==> config.mk <==
export PLATFORM = sky130hd
export DESIGN_NAME = serial_sar_adc_readout
export DESIGN_NICKNAME = d
export VERILOG_FILES = /design/src/rtl/sample_fifo.v /design/src/rtl/serial_sar_adc_readout.v
export VERILOG_INCLUDE_DIRS = /design/src /design/src/shared
export SDC_FILE = /design/constraint.sdc
export NUM_CORES = 1
export LEC_CHECK = 0
export BUFFER_PORTS_ARGS = -buffer_cell sky130_fd_sc_hd__buf_2
export CAP_MARGIN = 20
export CELL_PAD_IN_SITES_DETAIL_PLACEMENT = 1
export CELL_PAD_IN_SITES_GLOBAL_PLACEMENT = 1
export CORE_AREA = 4 4 95 186
export CTS_CLUSTER_DIAMETER = 150
export DETAILED_ROUTE_END_ITERATION = 10
export DIE_AREA = 0 0 99 190
export HOLD_SLACK_MARGIN = 0.03
export PLACE_DENSITY = 0.82
export SETUP_SLACK_MARGIN = 0.05
export SYNTH_ARGS = -nofsm -noshare
export SYNTH_HDL_FRONTEND = slang
export SYNTH_HIERARCHICAL = 1
export SYNTH_SLANG_ARGS = --single-unit
==> constraint.sdc <==
create_clock -name clk -period 6.01 [get_ports clk]
set_input_delay 0.601 -clock clk [delete_from_list [all_inputs] [get_ports clk]]
set_output_delay 0.601 -clock clk [all_outputs]
set_load 0.01 [all_outputs]
==> src/shared/adc_readout_defines.vh <==
// constants for the serial sar converter read-out block
`ifndef ADC_READOUT_DEFINES_VH
`define ADC_READOUT_DEFINES_VH

// result word
`define RES_W 12
`define RES_MSB 4'hb
`define RES_ZERO 12'h000
// serial step counter (falling serial clock edges since select)
`define STEP_W 5
`define STEP_ZERO 5'h00
`define STEP_MAX 5'h1f
`define STEP_HOLD 5'h02
`define STEP_MSB 5'h03
`define STEP_LSB 5'h0e
`define STEP_END_MSB 5'h0f
`define STEP_REV_FIRST 5'h0f
`define STEP_END_DUAL 5'h1a
// fifo shape
`define FIFO_W 12
`define FIFO_D 8
`define FIFO_AW 3
// cycle time figures, nanoseconds, and clock period
`define CYC_HI_NS 30100
`define CYC_LO_NS 45150
`define CLK_NS 5
`define CYC_CNT_W 14
`define CYC_CNT_ZERO 14'h0000

`endif

==> src/rtl/sample_fifo.v <==
// small synchronous fifo with valid/ready on both sides
module sample_fifo #(
	parameter WIDTH = 12,
	parameter DEPTH = 8,
	parameter AW = 3
) (
	// clock and reset
	input wire clk,
	input wire rst,
	// fill side
	input wire in_valid,
	output wire in_ready,
	input wire [WIDTH-1:0] in_data,
	// drain side
	output wire out_valid,
	input wire out_ready,
	output wire [WIDTH-1:0] out_data
);
	reg [WIDTH-1:0] mem [0:DEPTH-1]; // storage array
	reg [AW-1:0] wr_reg; // write pointer
	reg [AW-1:0] rd_reg; // read pointer
	reg [AW:0] cnt_reg; // words held
	wire push; // accepted write
	wire pop; // accepted read

	assign in_ready = (cnt_reg != DEPTH[AW:0]);
	assign out_valid = (cnt_reg != {(AW+1){1'b0}});
	assign out_data = mem[rd_reg];
	assign push = in_valid && in_ready;
	assign pop = out_valid && out_ready;

	// storage write, no reset needed on data
	always @(posedge clk) begin
		if (push) begin
			mem[wr_reg] <= in_data;
		end
	end

	// pointers and fill count
	always @(posedge clk) begin
		if (rst) begin
			wr_reg <= {AW{1'b0}};
			rd_reg <= {AW{1'b0}};
			cnt_reg <= {(AW+1){1'b0}};
		end else begin
			if (push) begin
				wr_reg <= wr_reg + {{(AW-1){1'b0}}, 1'b1};
			end
			if (pop) begin
				rd_reg <= rd_reg + {{(AW-1){1'b0}}, 1'b1};
			end
			// simultaneous push and pop leaves count alone
			if (push && !pop) begin
				cnt_reg <= cnt_reg + {{AW{1'b0}}, 1'b1};
			end else if (pop && !push) begin
				cnt_reg <= cnt_reg - {{AW{1'b0}}, 1'b1};
			end
		end
	end
endmodule // sample_fifo

==> src/rtl/serial_sar_adc_readout.v <==
// control and serial read-out of a 12-bit successive approximation converter
// Notes on behaviour
// - deselected: conversion stops, block shuts down
// - data output floats whenever deselected
// - each fresh select starts new conversion
// - sample first, then resolve msb down to lsb
// - one latched when trial below input, shown
// - msb-only or msb then lsb-first formats
// - msb-only transfer spans 15 serial clocks
// - dual: lsb at 15, msb at 26
// - after last bit, output zeros
// - 12-bit result; cycle time 30.1/45.15 us
`include "adc_readout_defines.vh"

module serial_sar_adc_readout #(
	// least cycle time in clocks at each supply, long counts kept shortenable
	parameter CYC_HI_CLKS = (`CYC_HI_NS + `CLK_NS - 1) / `CLK_NS,
	parameter CYC_LO_CLKS = (`CYC_LO_NS + `CLK_NS - 1) / `CLK_NS
) (
	// clock and reset
	input wire clk,
	input wire rst,
	// serial pins from the host
	input wire select_shutdown_n,
	input wire sclk,
	// serial data pin, three signals
	input wire dout_in,
	output reg dout_out,
	output reg dout_oe_n,
	// static configuration
	input wire dual_format,
	input wire low_supply,
	// analog front end
	input wire cmp_above,
	output reg sample_hold,
	output reg [`RES_W-1:0] dac_code,
	output reg shutdown,
	// result stream
	output reg result_valid,
	input wire result_ready,
	output reg [`RES_W-1:0] result_data,
	output reg result_short,
	output reg result_overrun
);
	// synchronisers for pins from outside the clock domain
	reg [1:0] sel_sync_reg;
	reg [1:0] sclk_sync_reg;
	reg [1:0] cmp_sync_reg;
	reg [1:0] fmt_sync_reg; // format pin, static but still a pin
	reg [1:0] sup_sync_reg; // supply figure pin
	reg sclk_prev_reg; // for serial clock edge finding
	reg sel_prev_reg; // for select edge finding
	// conversion state
	reg [`STEP_W-1:0] step_reg; // falling serial edges counted
	reg [`RES_W-1:0] sar_reg; // approximation register
	reg [`RES_W-1:0] trial_reg; // trial bit position, one-hot
	reg dual_reg; // format held for this conversion
	reg [`CYC_CNT_W-1:0] cyc_reg; // clocks since select fell
	// pending word waiting for fifo room
	reg pend_reg;
	reg [`RES_W-1:0] pend_data_reg;
	reg pend_short_reg;
	wire fifo_ready;
	wire fifo_out_valid;
	wire [`FIFO_W-1:0] fifo_out_data;
	wire selected;
	wire sclk_fall;
	wire sel_fall;
	wire cyc_short;
	wire [`CYC_CNT_W-1:0] cyc_min;

	// decode: result bit index shown at a given step of the lsb-first tail
	function [3:0] rev_index;
		input [`STEP_W-1:0] s;
		reg [`STEP_W-1:0] d;
		begin
			d = s - `STEP_REV_FIRST;
			rev_index = d[3:0];
		end
	endfunction

	// decode: result bit index resolved at a given msb-first step
	function [3:0] fwd_index;
		input [`STEP_W-1:0] s;
		reg [`STEP_W-1:0] d;
		begin
			d = `STEP_LSB - s;
			fwd_index = d[3:0];
		end
	endfunction

	assign selected = ~sel_sync_reg[1];
	assign sclk_fall = sclk_prev_reg & ~sclk_sync_reg[1];
	assign sel_fall = sel_prev_reg & ~sel_sync_reg[1];
	// least cycle time depends on supply figure
	assign cyc_min = sup_sync_reg[1] ? CYC_LO_CLKS[`CYC_CNT_W-1:0] : CYC_HI_CLKS[`CYC_CNT_W-1:0];
	assign cyc_short = cyc_reg < cyc_min;

	// two-flop synchronisers; second stage only is looked at
	always @(posedge clk) begin
		if (rst) begin
			sel_sync_reg <= 2'h3;
			sclk_sync_reg <= 2'h0;
			cmp_sync_reg <= 2'h0;
			fmt_sync_reg <= 2'h0;
			sup_sync_reg <= 2'h0;
			sclk_prev_reg <= 1'b0;
			sel_prev_reg <= 1'b1;
		end else begin
			sel_sync_reg <= {sel_sync_reg[0], select_shutdown_n};
			sclk_sync_reg <= {sclk_sync_reg[0], sclk};
			cmp_sync_reg <= {cmp_sync_reg[0], cmp_above};
			// configuration pins may change at any time, so they are synced too
			fmt_sync_reg <= {fmt_sync_reg[0], dual_format};
			sup_sync_reg <= {sup_sync_reg[0], low_supply};
			sclk_prev_reg <= sclk_sync_reg[1];
			sel_prev_reg <= sel_sync_reg[1];
		end
	end

	// conversion sequencer, paced by falling serial clock edges
	always @(posedge clk) begin
		if (rst) begin
			step_reg <= `STEP_ZERO;
			sar_reg <= `RES_ZERO;
			trial_reg <= `RES_ZERO;
			dual_reg <= 1'b0;
			cyc_reg <= `CYC_CNT_ZERO;
			shutdown <= 1'b1;
			sample_hold <= 1'b0;
			dac_code <= `RES_ZERO;
			dout_out <= 1'b0;
			dout_oe_n <= 1'b1;
		end else if (!selected) begin
			// everything idles and the output floats while deselected
			step_reg <= `STEP_ZERO;
			shutdown <= 1'b1;
			sample_hold <= 1'b0;
			dac_code <= `RES_ZERO;
			dout_out <= 1'b0;
			dout_oe_n <= 1'b1;
			cyc_reg <= `CYC_CNT_ZERO;
		end else if (sel_fall) begin
			// fresh select: restart, track input, latch format
			step_reg <= `STEP_ZERO;
			sar_reg <= `RES_ZERO;
			trial_reg <= `RES_ZERO;
			dual_reg <= fmt_sync_reg[1];
			shutdown <= 1'b0;
			sample_hold <= 1'b1;
			dac_code <= `RES_ZERO;
			dout_out <= 1'b0;
			dout_oe_n <= 1'b0;
			cyc_reg <= `CYC_CNT_ZERO;
		end else begin
			dout_oe_n <= 1'b0;
			// count clocks, saturate well above either least time
			if (cyc_reg != {`CYC_CNT_W{1'b1}}) begin
				cyc_reg <= cyc_reg + {{(`CYC_CNT_W-1){1'b0}}, 1'b1};
			end
			if (sclk_fall) begin
				// step counter saturates; staying selected never restarts
				if (step_reg != `STEP_MAX) begin
					step_reg <= step_reg + {{(`STEP_W-1){1'b0}}, 1'b1};
				end
				if (step_reg + {{(`STEP_W-1){1'b0}}, 1'b1} == `STEP_HOLD) begin
					// end of sampling: hold and try the msb
					sample_hold <= 1'b0;
					trial_reg <= {1'b1, {(`RES_W-1){1'b0}}};
					dac_code <= {1'b1, {(`RES_W-1){1'b0}}};
					dout_out <= 1'b0;
				end else if (step_reg + {{(`STEP_W-1){1'b0}}, 1'b1} >= `STEP_MSB &&
					step_reg + {{(`STEP_W-1){1'b0}}, 1'b1} <= `STEP_LSB) begin
					// decide the trial bit, show it, move trial down one bit
					sar_reg[fwd_index(step_reg + {{(`STEP_W-1){1'b0}}, 1'b1})] <= cmp_sync_reg[1];
					dout_out <= cmp_sync_reg[1];
					trial_reg <= trial_reg >> 1;
					dac_code <= (sar_reg & ~trial_reg) | (cmp_sync_reg[1] ? trial_reg : `RES_ZERO)
						| (trial_reg >> 1);
				end else if (dual_reg && step_reg + {{(`STEP_W-1){1'b0}}, 1'b1} >= `STEP_REV_FIRST &&
					step_reg + {{(`STEP_W-1){1'b0}}, 1'b1} <= `STEP_END_DUAL) begin
					// lsb-first repeat of the finished word
					dout_out <= sar_reg[rev_index(step_reg + {{(`STEP_W-1){1'b0}}, 1'b1})];
				end else begin
					// step 1, msb-only step 15 and every step after the format ends
					dout_out <= 1'b0;
				end
			end
		end
	end

	// hand finished words to the fifo; a busy fifo holds the word here
	always @(posedge clk) begin
		if (rst) begin
			pend_reg <= 1'b0;
			pend_data_reg <= `RES_ZERO;
			pend_short_reg <= 1'b0;
			result_overrun <= 1'b0;
		end else begin
			if (selected && sclk_fall && !sel_fall &&
				step_reg + {{(`STEP_W-1){1'b0}}, 1'b1} == `STEP_LSB) begin
				if (pend_reg && !fifo_ready) begin
					// previous word still stuck: drop the new one, flag it
					result_overrun <= 1'b1;
				end else begin
					pend_reg <= 1'b1;
					pend_data_reg <= {sar_reg[`RES_W-1:1], cmp_sync_reg[1]};
					pend_short_reg <= cyc_short;
				end
			end else if (pend_reg && fifo_ready) begin
				pend_reg <= 1'b0;
			end
		end
	end

	// result port registered from the fifo head
	always @(posedge clk) begin
		if (rst) begin
			result_valid <= 1'b0;
			result_data <= `RES_ZERO;
			result_short <= 1'b0;
		end else begin
			if (!result_valid || result_ready) begin
				result_valid <= fifo_out_valid;
				result_data <= fifo_out_data;
			end
			// timing quality of the latest word handed to the fifo
			if (pend_reg && fifo_ready) begin
				result_short <= pend_short_reg;
			end
		end
	end

	// eight-word result buffer
	sample_fifo #(
		.WIDTH(`FIFO_W),
		.DEPTH(`FIFO_D),
		.AW(`FIFO_AW)
	) u_fifo (
		.clk(clk),
		.rst(rst),
		.in_valid(pend_reg),
		.in_ready(fifo_ready),
		.in_data(pend_data_reg),
		.out_valid(fifo_out_valid),
		.out_ready(!result_valid || result_ready),
		.out_data(fifo_out_data)
	);
endmodule // serial_sar_adc_readout

==> results by stage <==
Status:
- The run finished with clean final reports.

Synth:
- The number of instances in the synthesized netlist is 671.
- The post-synthesis instance area is 0.00875 mm2.
- The synthesized design contains 96 enable-type register cells.
- The commonest cells after synthesis are dfxtp_1, edfxtp_1, nand2_1.
- Yosys printed 6 warnings.
- After synthesis the netlist holds a flip-flop and latch count of 209.
- After synthesis, the netlist uses 68 different library cells.
- The sequential element share of the synthesized area is 0.588.
- After synthesis, the cell types taking the most area are edfxtp_1, dfxtp_1, mux4_1.
- Of all flip-flops after synthesis, the portion carrying an async set or reset was 0.
- Among all flip-flop cells after synthesis, the most frequent one is dfxtp_1.
- Of the post-synthesis cell area, the dominant cell type holds 0.329.
- The total nets after synthesis is 698.
- The per-instance average area after synthesis is 13.0 um2.
- dfxtp_1 is the most common cell in the netlist.
- The library cell with the largest summed area after synthesis is edfxtp_1.

Clocking:
- Clock latency on the worst-skew pair, taken at its later pin, is 0.48 ns.
- After clock tree synthesis, the clock-pin slew on the worst setup and hold paths is 0.07 ns.
- Post-CTS repair changed the size of 0 cells.
- Buffers inserted to repair hold after CTS numbered 0.
- The clock sink total is 209.
- The TritonCTS clock tree is done.
- The cell at the root of the clock tree is clkbuf_16.
- The number of clock buffers inserted by TritonCTS is 19.
- The deepest level of the CTS H-tree is 1.
- Buffers added to address setup during post-CTS repair amount to 0.
- In this run the deepest clock path goes through 3 buffers.

GRT:
- The first global-routing pass estimated 33,000 um of wire.
- Entering global routing, the biggest net connects 61 pins.
- For this run, the total global-route usage over all layers was measured as 0.224.
- The number of antenna violations at the first check in global routing is 0.
- The number of global-route vias before repair was 6,054.
- After global routing the overflow that remains totals 0.

Place:
- The standard cell area after detailed placement is 0.00908 mm2.
- Once detailed placement completed, the half-perimeter wirelength came to 14,300 um.
- The final weighted congestion of routability-driven global placement is 0.792.
- The count of input and output buffers is 38.
- The pre-CTS worst setup slack is 2.10 ns.

Worst setup path:
- The data required time at the worst endpoint is 6.43 ns.
- Walking the worst path, the cells encountered are ha_1 > nand2_1 > o31ai_2 > a221o_2 > a21oi_2 > o31ai_2 > a22o_1.
- The path type of the worst setup path is reg -> reg.
- The maximum fanout count along the critical path is 15.
- The slowest stage of the critical path belongs to the cell o31ai_2.
- The startpoint type of the worst setup path is a flip-flop.
- The critical path endpoint category is a flip-flop.
- On the worst path, the slowest cell contributes a delay of 0.82 ns.
- For the worst setup path, the data arrival time is 3.98 ns.
- The cell type with the highest occurrence count on the critical path is o31ai_2.

Timing:
- The worst path meets setup with 2.45 ns of slack.
- The number of setup violations in the final report is 0.
- The clock period minus final worst setup slack is 3.56 ns.
- The total count of hold-check failures in the final report is 0.
- The setup clock skew after layout is 0.0107 ns.
- For the final routed database, the setup TNS stands at 0 ns.
- Dividing the final minimum period by the clock period gives 0.593.
- The final number of max-transition violations is 0.
- Headroom to the max-slew limit came out at 0.266.
- For the pin with the worst max-slew slack, the measured transition is 1.09 ns.
- Setup repair after global routing left no endpoint under its margin.
- For this run, the top clock speed supported by timing is 0.281 GHz.

Floorplan:
- The area enclosed by the die boundary is 0.0188 mm2.
- The starting density of the core is 0.538.
- In this run the count of I/O pins placed on the die edge is 40.
- The die width is 99 um.
- The floorplan step defined a core boundary enclosing 0.0163 mm2.
- The chip height is 190 um.
- The initialized floorplan defines 66 standard-cell rows.

Routing:
- For this block, the via count after detailed routing is 5,523.
- The remaining design rule violation count is 0.
- The detail-routed net length per standard cell is 22.3 um.
- The detailed router finished its first iteration with 244 violations.
- Before antenna repair, the detailed router went through 4 iterations.
- The detail route stage leaves a number of antenna-violating nets equal to 0.
- The post-detailed-route via-to-cell ratio is 6.00.
- The total detailed-routing wirelength is 20,500 um.

Final layout:
- Counting the fill cells in the layout gives 1,617.
- The share of post-route cells with drive strength above 1 is 0.173.
- The register with the most flip-flops in the layout has 96 of them.
- The sequential standard cell area is 0.00514 mm2.
- The area taken by multi-input logic gates is 0.00338 mm2.
- The antenna diode count is 0.
- At the end of the flow, the number of nets in the layout was 731.
- Measured on the finished design, the core utilization comes to 0.596.
- The growth of design area from synthesis to finish is 10.8%.
- Once layout is done, the placed cells without fillers occupy 0.00969 mm2.

Run:
- Max-cap violations in this run came to 0.

Power:
- The maximum VDD drop is 0.223 mV.
- The total power divided by cell area is 335 mW/mm2.
- The analysis attributes to cell leakage a power of 3.46 nW.

Hold path:
- The worst hold path belongs to the class in -> reg.
[worst max-delay path: cells and delay by family (launching register included)]
family                   cells  cell delay (ns)
adder cells (fa/ha/maj)      1             0.65
AO/OA/AOI/OAI                5             2.02
AND/OR/NAND/NOR              1             0.15
flip-flops                   1             0.67
[power by group]
| group | total, mW | leakage [nW] | switching, mW | internal (mW) |
|---|---|---|---|---|
| combinational | 0.450 | 1.36 | 0.221 | 0.230 |
| sequential | 1.60 | 1.81 | 0.0671 | 1.53 |
| clock | 1.20 | 0.290 | 0.518 | 0.683 |
[logic make-up after synthesis]
group | Yosys count | share of synthesized area
buffers and inverters | 46 | 0.0277
adders and majority gates | 18 | 0.0266
DFF | 209 | 0.588
AOI/OAI and AO/OA | 106 | 0.0915
muxes | 55 | 0.112
and+or+nand+nor | 213 | 0.127
xor gates and xnor gates | 24 | 0.0270
[routing by layer]
| layer | vias up | part of all wire | track usage |
|---|---|---|---|
| met4 | 0 | 0.045 | 0.0984 |
| met2 | 117 | 0.58 | 0.445 |
| met1 | 2798 | 0.35 | 0.226 |
| li1 | 2553 | - | - |
| met5 | - | 0 | 0 |
| met3 | 55 | 0.025 | 0.0242 |
[stage by stage]
stage               hold slack [ns]  std cells  power (mW)
global route                  0.313        920        3.38
CTS                           0.303        920        3.28
global placement              0.420        887        2.04
finish                        0.313        920        3.25
detailed placement            0.431        887        2.08
floorplan                     0.389        671        1.96
[final cells by class]
| cell class | instances | share of cell area |
|---|---|---|
| sequential | 209 | 0.531 |
| multi-input combinational | 416 | 0.349 |
| clock buffer | 22 | 0.0512 |
| timing repair buffer | 48 | 0.0274 |
| tap | 204 | 0.0263 |
| clock inverter | 11 | 0.0119 |
| inverter | 10 | 0.00387 |
[cells in the final DEF (no fill, tap or decap), drive strengths merged, types with 11 or more instances in the layout]
cell type | synthesis | layout
dfxtp | 113 | 113
edfxtp | 96 | 96
nand2 | 61 | 61
nor2 | 56 | 56
buf | 16 | 48
nor2b | 29 | 29
a21oi | 27 | 27
mux4 | 27 | 27
clkbuf | 20 | 22
xor2 | 18 | 18
ha | 17 | 17
mux2i | 15 | 15
a211oi | 13 | 13
mux2 | 13 | 13
nand3 | 12 | 12
a32o | 12 | 12
nor3 | 12 | 12
o21ai | 12 | 12
a22o | 11 | 11
o2bb2ai | 11 | 11
inv | 10 | 11
[worst paths after layout]
check | from | end | slack, ns | cells past startpoint
max | step_reg[0] | trial_reg[5] | 2.45 | 7
min | select_shutdown_n | sel_sync_reg[0] | 0.31 | 2
max reg2reg | step_reg[0] | trial_reg[5] | 2.45 | 7
min reg2reg | sel_sync_reg[0] | sel_sync_reg[1] | 0.44 | 1
Note: power is estimated with default switching activity, not from simulation.
